`config.mk`:
```
export PLATFORM = sky130hd
export DESIGN_NAME = fpu_error_trap_control_flat
export DESIGN_NICKNAME = d
export VERILOG_FILES = /design/src/fpu_trap_pkg.sv /design/src/fpu_glue_if.sv /design/src/fpu_error_trap_control.sv /design/src/flat_wrapper.sv
export VERILOG_INCLUDE_DIRS = /design/src
export SDC_FILE = /design/constraint.sdc
export NUM_CORES = 1
export LEC_CHECK = 0
export BUFFER_PORTS_ARGS = -buffer_cell sky130_fd_sc_hd__buf_2
export CAP_MARGIN = 5
export CORE_ASPECT_RATIO = 1.5
export CORE_MARGIN = 8
export CORE_UTILIZATION = 49
export CTS_CLUSTER_SIZE = 10
export DETAILED_ROUTE_END_ITERATION = 6
export PLACE_DENSITY = 0.95
export SLEW_MARGIN = 20
export SYNTH_ARGS = -nofsm -noshare
export SYNTH_HDL_FRONTEND = slang
export SYNTH_SLANG_ARGS = --single-unit
```
`constraint.sdc`:
```
create_clock -name clk_i -period 3.6 [get_ports clk_i]
set_input_delay 0.54 -clock clk_i [delete_from_list [all_inputs] [get_ports clk_i]]
set_output_delay 0.54 -clock clk_i [all_outputs]
set_load 0.1 [all_outputs]
```
`src/fpu_trap_defines.svh`:
```
`ifndef FPU_TRAP_DEFINES_SVH
`define FPU_TRAP_DEFINES_SVH

// ============================================================
// Register offsets of the processor-side register port
// ============================================================
`define CR0_OFS          8'h00
`define FP_STATUS_OFS    8'h04
`define FP_CONTROL_OFS   8'h08
`define INT_STATUS_OFS   8'h0C
`define INT_MASK_OFS     8'h10

// ============================================================
// Field positions and widths
// ============================================================
`define TS_BIT           3
`define EM_BIT           2
`define FLAG_W           6
`define EV_DNA_BIT       0
`define EV_UD_BIT        1
`define EV_MF_BIT        2
`define EV_W             3

// ============================================================
// Reset values
// ============================================================
`define FLAGS_RST        6'h00
`define MASKS_RST        6'h3F
`define INT_MASK_RST     3'h0

// ============================================================
// Exception vectors
// ============================================================
`define VEC_NONE         8'h00
`define VEC_UD           8'h06
`define VEC_DNA          8'h07
`define VEC_MF           8'h10

// ============================================================
// Legacy coprocessor I/O port
// ============================================================
`define LEGACY_PORT      16'h00F0

`endif

```
`src/fpu_trap_pkg.sv`:
```
package fpu_trap_pkg;

    // ============================================================
    // Instruction classes presented on the issue port
    // ============================================================
    typedef enum logic [3:0]
    {
        OP_NONE,
        OP_FP_ARITH,
        OP_CLEAR_EXC,
        OP_FULL_STORE,
        OP_FULL_RELOAD,
        OP_LOAD_CW,
        OP_STORE_SW_NOWAIT,
        OP_CLEAR_TS,
        OP_MULTIMEDIA,
        OP_INTEGER
    } op_t;

    // ============================================================
    // Outcome of one issued instruction
    // ============================================================
    typedef enum logic [1:0]
    {
        OUT_EXECUTED,
        OUT_DEV_UNAVAIL,
        OUT_INVALID_OP,
        OUT_NUMERIC_ERR
    } outcome_t;

endpackage

```
`src/fpu_glue_if.sv`:
```
`timescale 1ns/100ps

interface fpu_glue_if;
    logic fp_error_out_n;
    logic ignore_numeric_error_n;

    modport cpu
    (
        output fp_error_out_n,
        input  ignore_numeric_error_n
    );

    modport glue
    (
        input  fp_error_out_n,
        output ignore_numeric_error_n
    );
endinterface

```
`src/fpu_error_trap_control.sv`:
```
// Contract
// - Legacy port access clears numeric interrupt request.
// - Legacy port access sets ignore-error level.
// - Ignore level lets waiting instructions run.
// - Clear-exceptions clears flags, releases error output.
// - Error release resets the ignore flip-flop.
// - Full-state store clears flags after storing.
// - Reload reasserts error; ignore stays clear.
// - Unmasked error traps waiting instruction to handler.
// - Ignore state saved and restored around SYSTEM_MANAGEMENT_MODE.
// - Hardware task switch sets task-switched flag.
// - Software may set flag through register write.
// - Task-switched flag traps fp with vector 7.
// - Clear-task-switched instruction clears the flag.
// - Emulation flag also traps fp instructions.
// - Emulation flag makes multimedia invalid opcode.
// - Device-unavailable precedes numeric error.
`timescale 1ns/100ps
`include "fpu_trap_defines.svh"

module fpu_error_trap_control
    import fpu_trap_pkg::*;
(
    input  wire logic               clk_i,
    input  wire logic               reset_i,
    fpu_glue_if.cpu                 link,
    input  wire logic               instr_valid_i,
    input  wire op_t                instr_op_i,
    input  wire logic [`FLAG_W-1:0] instr_flags_i,
    input  wire logic [`FLAG_W-1:0] instr_masks_i,
    input  wire logic               hw_task_switch_i,
    input  wire logic [7:0]         reg_addr_i,
    input  wire logic [31:0]        reg_wdata_i,
    input  wire logic               reg_write_i,
    input  wire logic               reg_read_i,
    output logic      [31:0]        reg_rdata_o,
    output logic                    done_o,
    output outcome_t                outcome_o,
    output logic      [7:0]         vector_o,
    output logic      [`FLAG_W-1:0] status_word_o,
    output logic                    irq_o
);

    // ============================================================
    // Architectural state
    // ============================================================
    logic                task_switched_flag;
    logic                no_fpu_present_flag;
    logic [`FLAG_W-1:0]  error_flags;
    logic [`FLAG_W-1:0]  error_masks;
    logic [`EV_W-1:0]    int_status;
    logic [`EV_W-1:0]    int_mask;
    logic                pending_error;
    logic                ignore_active;
    logic                is_fp;
    logic                is_waiting;
    logic                execute;
    logic                cr0_write;
    outcome_t            next_outcome;
    logic [7:0]          next_vector;
    logic [`EV_W-1:0]    events;

    assign cr0_write     = reg_write_i && (reg_addr_i == `CR0_OFS);
    assign pending_error = |(error_flags & ~error_masks);
    assign ignore_active = ~link.ignore_numeric_error_n;

    // ============================================================
    // Instruction classification
    // ============================================================
    always_comb
    begin
        is_fp      = 1'b0;
        is_waiting = 1'b0;
        unique case (instr_op_i)
            OP_FP_ARITH, OP_CLEAR_EXC, OP_FULL_RELOAD, OP_LOAD_CW:
            begin
                is_fp      = 1'b1;
                is_waiting = 1'b1;
            end
            OP_FULL_STORE, OP_STORE_SW_NOWAIT:
            begin
                is_fp      = 1'b1;
                is_waiting = 1'b0;
            end
            OP_NONE, OP_CLEAR_TS, OP_MULTIMEDIA, OP_INTEGER:
            begin
                is_fp      = 1'b0;
                is_waiting = 1'b0;
            end
            default:
            begin
                is_fp      = 1'b0;
                is_waiting = 1'b0;
            end
        endcase
    end

    // ============================================================
    // Exception decision
    // ============================================================
    // Availability checks come first so a numeric error is handled
    // later in the context that owns it.
    always_comb
    begin
        next_outcome = OUT_EXECUTED;
        next_vector  = `VEC_NONE;
        if (instr_op_i == OP_MULTIMEDIA)
        begin
            if (no_fpu_present_flag)
            begin
                next_outcome = OUT_INVALID_OP;
                next_vector  = `VEC_UD;
            end
            else if (task_switched_flag)
            begin
                next_outcome = OUT_DEV_UNAVAIL;
                next_vector  = `VEC_DNA;
            end
        end
        else if (is_fp)
        begin
            if (task_switched_flag || no_fpu_present_flag)
            begin
                next_outcome = OUT_DEV_UNAVAIL;
                next_vector  = `VEC_DNA;
            end
            else if (is_waiting && pending_error && !ignore_active)
            begin
                next_outcome = OUT_NUMERIC_ERR;
                next_vector  = `VEC_MF;
            end
        end
    end

    assign execute = instr_valid_i && (next_outcome == OUT_EXECUTED);

    always_comb
    begin
        events                = '0;
        events[`EV_DNA_BIT]   = instr_valid_i &&
                                (next_outcome == OUT_DEV_UNAVAIL);
        events[`EV_UD_BIT]    = instr_valid_i &&
                                (next_outcome == OUT_INVALID_OP);
        events[`EV_MF_BIT]    = instr_valid_i &&
                                (next_outcome == OUT_NUMERIC_ERR);
    end

    // ============================================================
    // Control register zero
    // ============================================================
    // A hardware task switch wins over a clear in the same cycle.
    always_ff @(posedge clk_i)
    begin
        if (reset_i)
        begin
            task_switched_flag  <= 1'b0;
            no_fpu_present_flag <= 1'b0;
        end
        else
        begin
            if (cr0_write)
            begin
                task_switched_flag  <= reg_wdata_i[`TS_BIT];
                no_fpu_present_flag <= reg_wdata_i[`EM_BIT];
            end
            if (instr_valid_i && instr_op_i == OP_CLEAR_TS)
                task_switched_flag <= 1'b0;
            if (hw_task_switch_i)
                task_switched_flag <= 1'b1;
        end
    end

    // ============================================================
    // Floating-point error flags and masks
    // ============================================================
    always_ff @(posedge clk_i)
    begin
        if (reset_i)
        begin
            error_flags <= `FLAGS_RST;
            error_masks <= `MASKS_RST;
        end
        else if (execute)
        begin
            unique case (instr_op_i)
                OP_FP_ARITH:
                    error_flags <= error_flags | instr_flags_i;
                OP_CLEAR_EXC:
                    error_flags <= `FLAGS_RST;
                OP_FULL_STORE:
                begin
                    error_flags <= `FLAGS_RST;
                    error_masks <= `MASKS_RST;
                end
                OP_FULL_RELOAD:
                begin
                    error_flags <= instr_flags_i;
                    error_masks <= instr_masks_i;
                end
                OP_LOAD_CW:
                    error_masks <= instr_masks_i;
                OP_NONE, OP_STORE_SW_NOWAIT, OP_CLEAR_TS,
                OP_MULTIMEDIA, OP_INTEGER:
                    error_flags <= error_flags;
                default:
                    error_flags <= error_flags;
            endcase
        end
    end

    // Error output is low while any unmasked flag is pending.
    assign link.fp_error_out_n = ~pending_error;

    // ============================================================
    // Instruction result
    // ============================================================
    always_ff @(posedge clk_i)
    begin
        if (reset_i)
        begin
            done_o        <= 1'b0;
            outcome_o     <= OUT_EXECUTED;
            vector_o      <= `VEC_NONE;
            status_word_o <= `FLAGS_RST;
        end
        else
        begin
            done_o    <= instr_valid_i;
            outcome_o <= next_outcome;
            vector_o  <= next_vector;
            if (execute && (instr_op_i == OP_STORE_SW_NOWAIT ||
                            instr_op_i == OP_FULL_STORE))
                status_word_o <= error_flags;
        end
    end

    // ============================================================
    // Interrupt status and mask
    // ============================================================
    // A new event wins over the clear made by a read.
    always_ff @(posedge clk_i)
    begin
        if (reset_i)
            int_status <= '0;
        else if (reg_read_i && reg_addr_i == `INT_STATUS_OFS)
            int_status <= events;
        else
            int_status <= int_status | events;
    end

    always_ff @(posedge clk_i)
    begin
        if (reset_i)
            int_mask <= `INT_MASK_RST;
        else if (reg_write_i && reg_addr_i == `INT_MASK_OFS)
            int_mask <= reg_wdata_i[`EV_W-1:0];
    end

    assign irq_o = |(int_status & int_mask);

    // ============================================================
    // Register read port
    // ============================================================
    always_ff @(posedge clk_i)
    begin
        if (reset_i)
            reg_rdata_o <= 32'h0000_0000;
        else if (reg_read_i)
        begin
            reg_rdata_o <= 32'h0000_0000;
            unique case (reg_addr_i)
                `CR0_OFS:
                begin
                    reg_rdata_o[`TS_BIT] <= task_switched_flag;
                    reg_rdata_o[`EM_BIT] <= no_fpu_present_flag;
                end
                `FP_STATUS_OFS:
                    reg_rdata_o[`FLAG_W-1:0] <= error_flags;
                `FP_CONTROL_OFS:
                    reg_rdata_o[`FLAG_W-1:0] <= error_masks;
                `INT_STATUS_OFS:
                    reg_rdata_o[`EV_W-1:0] <= int_status;
                `INT_MASK_OFS:
                    reg_rdata_o[`EV_W-1:0] <= int_mask;
                default:
                    reg_rdata_o <= 32'h0000_0000;
            endcase
        end
    end

endmodule

```
`src/flat_wrapper.sv`:
```
// flat-port wrapper written by rule: the top's interface ports become plain ports
module fpu_error_trap_control_flat import fpu_trap_pkg::*;
  (clk_i, reset_i, instr_valid_i, instr_op_i, instr_flags_i, instr_masks_i, hw_task_switch_i, reg_addr_i, reg_wdata_i, reg_write_i, reg_read_i, reg_rdata_o, done_o, outcome_o, vector_o, status_word_o, irq_o, link_fp_error_out_n, link_ignore_numeric_error_n);
  fpu_glue_if link_i ();
  input  wire logic clk_i;
  input  wire logic reset_i;
  input  wire logic instr_valid_i;
  input  wire op_t instr_op_i;
  input  wire logic [`FLAG_W-1:0] instr_flags_i;
  input  wire logic [`FLAG_W-1:0] instr_masks_i;
  input  wire logic hw_task_switch_i;
  input  wire logic [7:0] reg_addr_i;
  input  wire logic [31:0] reg_wdata_i;
  input  wire logic reg_write_i;
  input  wire logic reg_read_i;
  output logic      [31:0] reg_rdata_o;
  output logic done_o;
  output outcome_t outcome_o;
  output logic      [7:0] vector_o;
  output logic      [`FLAG_W-1:0] status_word_o;
  output logic irq_o;
  output wire logic [$bits(link_i.fp_error_out_n)-1:0] link_fp_error_out_n;
  input wire logic [$bits(link_i.ignore_numeric_error_n)-1:0] link_ignore_numeric_error_n;
  assign link_fp_error_out_n = link_i.fp_error_out_n;
  assign link_i.ignore_numeric_error_n = link_ignore_numeric_error_n;
  fpu_error_trap_control u_core (.clk_i(clk_i), .reset_i(reset_i), .link(link_i), .instr_valid_i(instr_valid_i), .instr_op_i(instr_op_i), .instr_flags_i(instr_flags_i), .instr_masks_i(instr_masks_i), .hw_task_switch_i(hw_task_switch_i), .reg_addr_i(reg_addr_i), .reg_wdata_i(reg_wdata_i), .reg_write_i(reg_write_i), .reg_read_i(reg_read_i), .reg_rdata_o(reg_rdata_o), .done_o(done_o), .outcome_o(outcome_o), .vector_o(vector_o), .status_word_o(status_word_o), .irq_o(irq_o));
endmodule
```
**Word-level counts from Yosys, hierarchy flattened**

Memories as Yosys holds them, arrays and structs flattened.
Index checks and enable logic that the tools add are counted.

- Register bits after elaboration: 43
- Bits in read-only memories: 32
- Input bits: 63
- Output and inout port bits: 51
- Word-level logic and storage cells: 79
- Memories: 1

Memories:

| name | words | bits a word | rd ports | clocked after Yosys merged registers in | write ports | RTL line | RTL |
|---|---|---|---|---|---|---|---|
| (name not given) | 16 | 2 | 1 | 0 | 0 | fpu_error_trap_control.sv:74 | `unique case (instr_op_i)` |

- Eq/ne operators: 15
- Mux-type cells: 22
- Bitwise gates (word level): 6
- Reductions and logical operators: 24

Operators with widths:

| operator | number |
|---|---|
| 8-bit two-way mux | 4 |
| 6-bit case mux with 3 select lines | 1 |
| 4-bit by 3-bit equality test with 1-bit output, second input constant | 4 |
| 8-bit by 4-bit equality test with 1-bit output, second input constant | 2 |
| 6-bit case mux with 2 select lines | 1 |
| 1-bit logical AND | 11 |
| 2-bit two-way mux | 5 |
| 4-bit by 2-bit equality test with 1-bit output, second input constant | 2 |
| 8-bit by 3-bit equality test with 1-bit output, second input constant | 1 |
| 8-bit by 5-bit equality test with 1-bit output, second input constant | 1 |
| 8-bit logical NOT | 1 |
| 2-bit case mux with 4 select lines | 1 |
| 6-bit bitwise AND | 1 |
| 3-bit two-way mux | 2 |
| 6-bit inverter | 1 |
| 6-bit bitwise OR | 1 |
| 3-bit nonzero test | 2 |
| 6-bit OR reduction | 1 |
| 5-bit two-way mux | 1 |
| 1-bit case mux with 5 select lines | 1 |
| 2-bit equality test, second input constant | 2 |
| 4-bit by 1-bit equality test with 1-bit output, second input constant | 1 |
| 4-bit equality test, second input constant | 1 |
| 1-bit two-way mux | 4 |
| other kinds (12) | 15 |

**Depth between registers and ports, before layout**

- Word-level depth: 13
- Gate-level depth with buffers: 8

**Worst setup path before layout**

OpenSTA, ideal clock, no wires.

- Path type: register to register
- Start: reg u_core.error_flags[1]
- End: reg u_core.outcome_o[0]
- Arrival: 3.009 ns
- Required time: 3.484 ns
- Setup slack: 0.475 ns
- Stages on the path, launching flop included: 6
- Buffers on the path: 0
- Clock period less this slack: 3.125 ns
- Cell sequence: dfxtp_1 -> inv_1 -> o22ai_1 -> nor3_1 -> a2111oi_0 -> o21a_1

- Word-level cells in the longest chain between the ends: 8

RTL lines:

| item | RTL line | RTL |
|---|---|---|
| start, declared | fpu_error_trap_control.sv:49 | `` logic [`FLAG_W-1:0] error_flags; `` |
| start signal, assigned | fpu_error_trap_control.sv:180 | `` error_flags <= `FLAGS_RST; `` |
| start signal, assigned | fpu_error_trap_control.sv:187 | `error_flags <= error_flags \| instr_flags_i;` |
| start signal, assigned | fpu_error_trap_control.sv:189 | `` error_flags <= `FLAGS_RST; `` |
| 6-bit bitwise AND | fpu_error_trap_control.sv:64 | `assign pending_error = \|(error_flags & ~error_masks);` |
| 6-bit OR reduction | fpu_error_trap_control.sv:64 |  |
| 1-bit logical AND (2 in series) | fpu_error_trap_control.sv:127 | `else if (is_waiting && pending_error && !ignore_active)` |
| 2-bit two-way mux | fpu_error_trap_control.sv:127 |  |
| 2-bit two-way mux | fpu_error_trap_control.sv:122 | `if (task_switched_flag \|\| no_fpu_present_flag)` |
| 2-bit two-way mux | fpu_error_trap_control.sv:120 | `else if (is_fp)` |
| 2-bit two-way mux | fpu_error_trap_control.sv:107 | `if (instr_op_i == OP_MULTIMEDIA)` |
| end signal, assigned | fpu_error_trap_control.sv:229 | `outcome_o <= next_outcome;` |
| end, declared | fpu_error_trap_control.sv:38 | `output outcome_t outcome_o,` |

Every way passes these cells.
A chain may end at the register's enable or synchronous reset.

**Final worst setup path**

- Start: reg u_core.error_flags[1]
- End: reg u_core.error_flags[1]

- Word-level cells in the longest chain between the ends: 11
- Elaborated cells on any way between the ends: 13
- Those cells by class: mux (5); bitwise (2); reduce/logical (6)

RTL lines:

| item | RTL line | RTL |
|---|---|---|
| 6-bit bitwise AND | fpu_error_trap_control.sv:64 |  |
| 6-bit OR reduction | fpu_error_trap_control.sv:64 |  |
| 1-bit logical AND (2 in series) | fpu_error_trap_control.sv:127 |  |
| 2-bit two-way mux | fpu_error_trap_control.sv:127 |  |
| 2-bit two-way mux | fpu_error_trap_control.sv:122 |  |
| 2-bit two-way mux | fpu_error_trap_control.sv:120 |  |
| 2-bit two-way mux | fpu_error_trap_control.sv:107 |  |
| 2-bit logical NOT | fpu_error_trap_control.sv:135 | `assign execute = instr_valid_i && (next_outcome == OUT_EXECUTED);` |
| 1-bit logical AND | fpu_error_trap_control.sv:135 |  |
| 2-bit AND reduction (no line) | -- |  |

Several ways; a longest one is shown, not always the timed one.

==> impl_metrics.py <==
metrics = {
    "worst_hold_path": {
        "hold_path.class": "in2reg",
    },
    "clock_network": {
        "cts.htree.levels": 2,
        "post-cts-setup-buffers": 0,
        "path_clk_slew_ns": 0.07,
        "cts_hold_buffers": 0,
        "clock-sinks": 38,
        "root_buffer": "clkbuf_8",
        "cts_buffer_depth": 2,
        "cts_tree": "yes",
        "cts_resized": 0,
        "cts_buffers": 5,
        "clkLatencyLatePin_ns": 0.29,
    },
    "sta": {
        "hold_viol": 0,
        "report.final.slew_viol_count": 0,
        "fin_skew_ns": 0.006919,
        "relSlewSlack": 0.3619,
        "setup_ws_ns": 1.158,
        "setup_viol": 0,
        "finalHoldWorstSlack_ns": 0.4647,
        "setup_tns_ns": 0,
        "period_share": 0.6783,
        "worst_slew_pin_slew_ns": 0.9491,
        "clock.fmax_mhz": 409.5,
        "rsz0062_at_grt": "false",
        "min_period_ns": 2.442,
    },
    "pwr": {
        "vdd_drop_max_uv": 289.1,
        "p_int_mw": 0.6238,
        "power.density_nw_per_um2": 408.4,
        "p_seq_frac": 0.438,
        "pwr-share-clk": 0.304,
        "sw_frac_of_total": 0.3685,
        "p_leak_nw": 1.085,
        "power.net_switching_mw": 0.3640,
        "pwr-share-comb": 0.258,
    },
    "logic_synthesis": {
        "synth_warnings": 0,
        "yosysSeqAreaShare": 0.3529,
        "synth_top_area_share": 0.3529,
        "synth_area_leader_cell": "dfxtp_1",
        "netlist_area_um2": 2156,
        "synth_cells": 242,
        "synth-seq-cells": 38,
        "synth_edf_count": 0,
        "synthFlopType": "dfxtp_1",
        "async_flop_share": 0,
        "synth_area_per_cell_um2": 8.908,
        "ys_types": 45,
        "yosys-top-cells-count": "dfxtp_1 (38), buf_4 (31), inv_1 (19)",
        "synthTopCellsByArea": "dfxtp_1 (35%), buf_4 (11%), mux2i_1 (5.6%)",
        "yosysMostFrequentCell": "dfxtp_1",
    },
    "global_route": {
        "overflow": 0,
        "grt_max_degree": 40,
        "grt_pass1_wl_um": 8597,
        "grt_use_total": 0.1504,
        "grt_pass1_vias": 1927,
        "antenna_found_initial": 0,
    },
    "critical_path": {
        "worstSetupEndpointType": "flop",
        "required_ns": 3.83,
        "critPathLaunchType": "flop",
        "crit_type": "reg2reg",
        "arrival_ns": 2.67,
        "worstPathMaxFanout": 7,
    },
    "placement": {
        "place_inst": 332,
        "place_congestion": 0.8511,
        "dpl_cell_area_um2": 2323,
        "dp_slack_ns": 0.8869,
        "port_buffers": 55,
        "hpwl_um": 4156,
    },
    "floorplanning": {
        "die_y_um": 97.24,
        "rows": 29,
        "ios": 114,
        "start_util": 0.5078,
        "die_w_um": 70.16,
        "die_area_um2": 6822,
        "core_um2": 4245,
    },
    "final_layout": {
        "drive_above_1_share": 0.2483,
        "design_area_um2": 2419,
        "synthToLayoutAreaGrowth_pct": 12.19,
        "final_cells": 340,
        "insertedDiodeCount": 0,
        "final_net_count": 361,
        "fillers": 363,
    },
    "drt": {
        "drt-initial-drc-count": 116,
        "detail-route-antenna-nets": 0,
        "drt-pass1-iter-count": 4,
        "via_per_inst": 5.456,
        "vias": 1855,
        "drc_errors": 0,
        "wl_per_cell_um": 15.16,
        "wirelength_um": 5154,
    },
    "flow_run": {
        "maxCapViolations": 0,
    },
    "run_status": {
        "status": "finished clean",
    },
}
power groups by stage:
stage	registers, mW	logic, mW	clock network [mW]
floorplan	0.460	0.224	0
global placement	0.442	0.250	0
detailed placement	0.442	0.253	0
CTS	0.433	0.253	0.307
global route	0.434	0.268	0.326
finish	0.433	0.255	0.300
worst paths after layout:
| path | from | end | slack (ns) | depth (start not counted) |
|---|---|---|---|---|
| max | u_core.error_flags[1]$_SDFFE_PP0P_ | u_core.error_flags[1]$_SDFFE_PP0P_ | 1.16 | 6 |
| min reg2reg | u_core.reg_rdata_o[0]$_SDFFE_PP0P_ | u_core.reg_rdata_o[0]$_SDFFE_PP0P_ | 0.47 | 2 |
| min | instr_flags_i[0] | u_core.error_flags[0]$_SDFFE_PP0P_ | 0.46 | 2 |
| max reg2reg | u_core.error_flags[1]$_SDFFE_PP0P_ | u_core.error_flags[1]$_SDFFE_PP0P_ | 1.16 | 6 |
cells in the final DEF (no fill, tap or decap), drive strengths merged, types with 2 or more instances in the layout:
cell | netlist | layout
a21oi | 6 | 6
nand2b | 12 | 12
dfxtp | 38 | 38
o32a | 6 | 6
o21ai | 12 | 12
conb | 1 | 30
o31ai | 6 | 6
a31oi | 2 | 2
nor2b | 5 | 5
a2bb2oi | 3 | 3
a22o | 10 | 10
nand2 | 13 | 13
ha | 5 | 5
a211o | 4 | 4
o21a | 2 | 2
and4 | 2 | 2
nor3 | 5 | 5
a2111oi | 2 | 2
buf | 35 | 56
mux2i | 12 | 12
mux2 | 2 | 2
o22ai | 3 | 3
nand3 | 5 | 5
inv | 19 | 19
nor2 | 17 | 17
clkbuf | 6 | 6
per-stage QoR:
stage / power [mW] / util
2_1_floorplan: 0.6843 / -
3_3_place_gp: 0.6925 / 0.5473
3_5_place_dp: 0.6955 / 0.5473
4_1_cts: 0.9930 / 0.5697
5_1_grt: 1.028 / 0.5697
6_report: 0.9878 / 0.5697
critical path: stages (launching register included):
cell and delay, ns:
dfxtp_1 0.34, inv_1 0.09, o22ai_1 0.11, o31ai_1 0.82, buf_4 0.30, nor4b_2 0.49
a22o_1 0.24
flip-flops by register name, indices dropped and copies added, names as in the netlist:
| name | count |
|---|---|
| u_core.error_flags | 6 |
| u_core.error_masks | 6 |
| u_core.reg_rdata_o | 6 |
| u_core.status_word_o | 6 |
| u_core.int_mask | 3 |
| u_core.int_status | 3 |
| u_core.vector_o | 3 |
| u_core.outcome_o | 2 |
| u_core.done_o | 1 |
| u_core.no_fpu_present_flag | 1 |
| u_core.task_switched_flag | 1 |
logic make-up (layout without fill, tap and decap cells):
kind of cell	after synthesis	after routing	share of synthesized area
multiplexers	14	14	0.06617
XOR/XNOR	1	1	0.004063
buffers and inverters	60	83	0.1637
AO/OA/AOI/OAI	60	60	0.2194
other	1	30	0.001739
adder cells (fa/ha/maj)	5	5	0.02902
flip-flops	38	38	0.3529
AND/OR/NAND/NOR	63	63	0.1631
routing by layer:
metal | wire length (µm) | global-route usage
met1 | 1912 | 0.1498
met2 | 2619 | 0.2583
met3 | 484 | 0.05930
met4 | 138 | 0.08230
met5 | 0 | 0
layout make-up:
cell class              instances  area, µm²  share of cell area
inverters                      19      71.32             0.02949
clock inverters                 2      12.51            0.005173
clock buffers                   6      82.58             0.03414
multi-input cells             173       1151              0.4759
well taps                      46      57.56             0.02380
flip-flops and latches         38      760.7              0.3145
repair buffers                 56      282.8              0.1169
(Power assumes the default switching activity.)
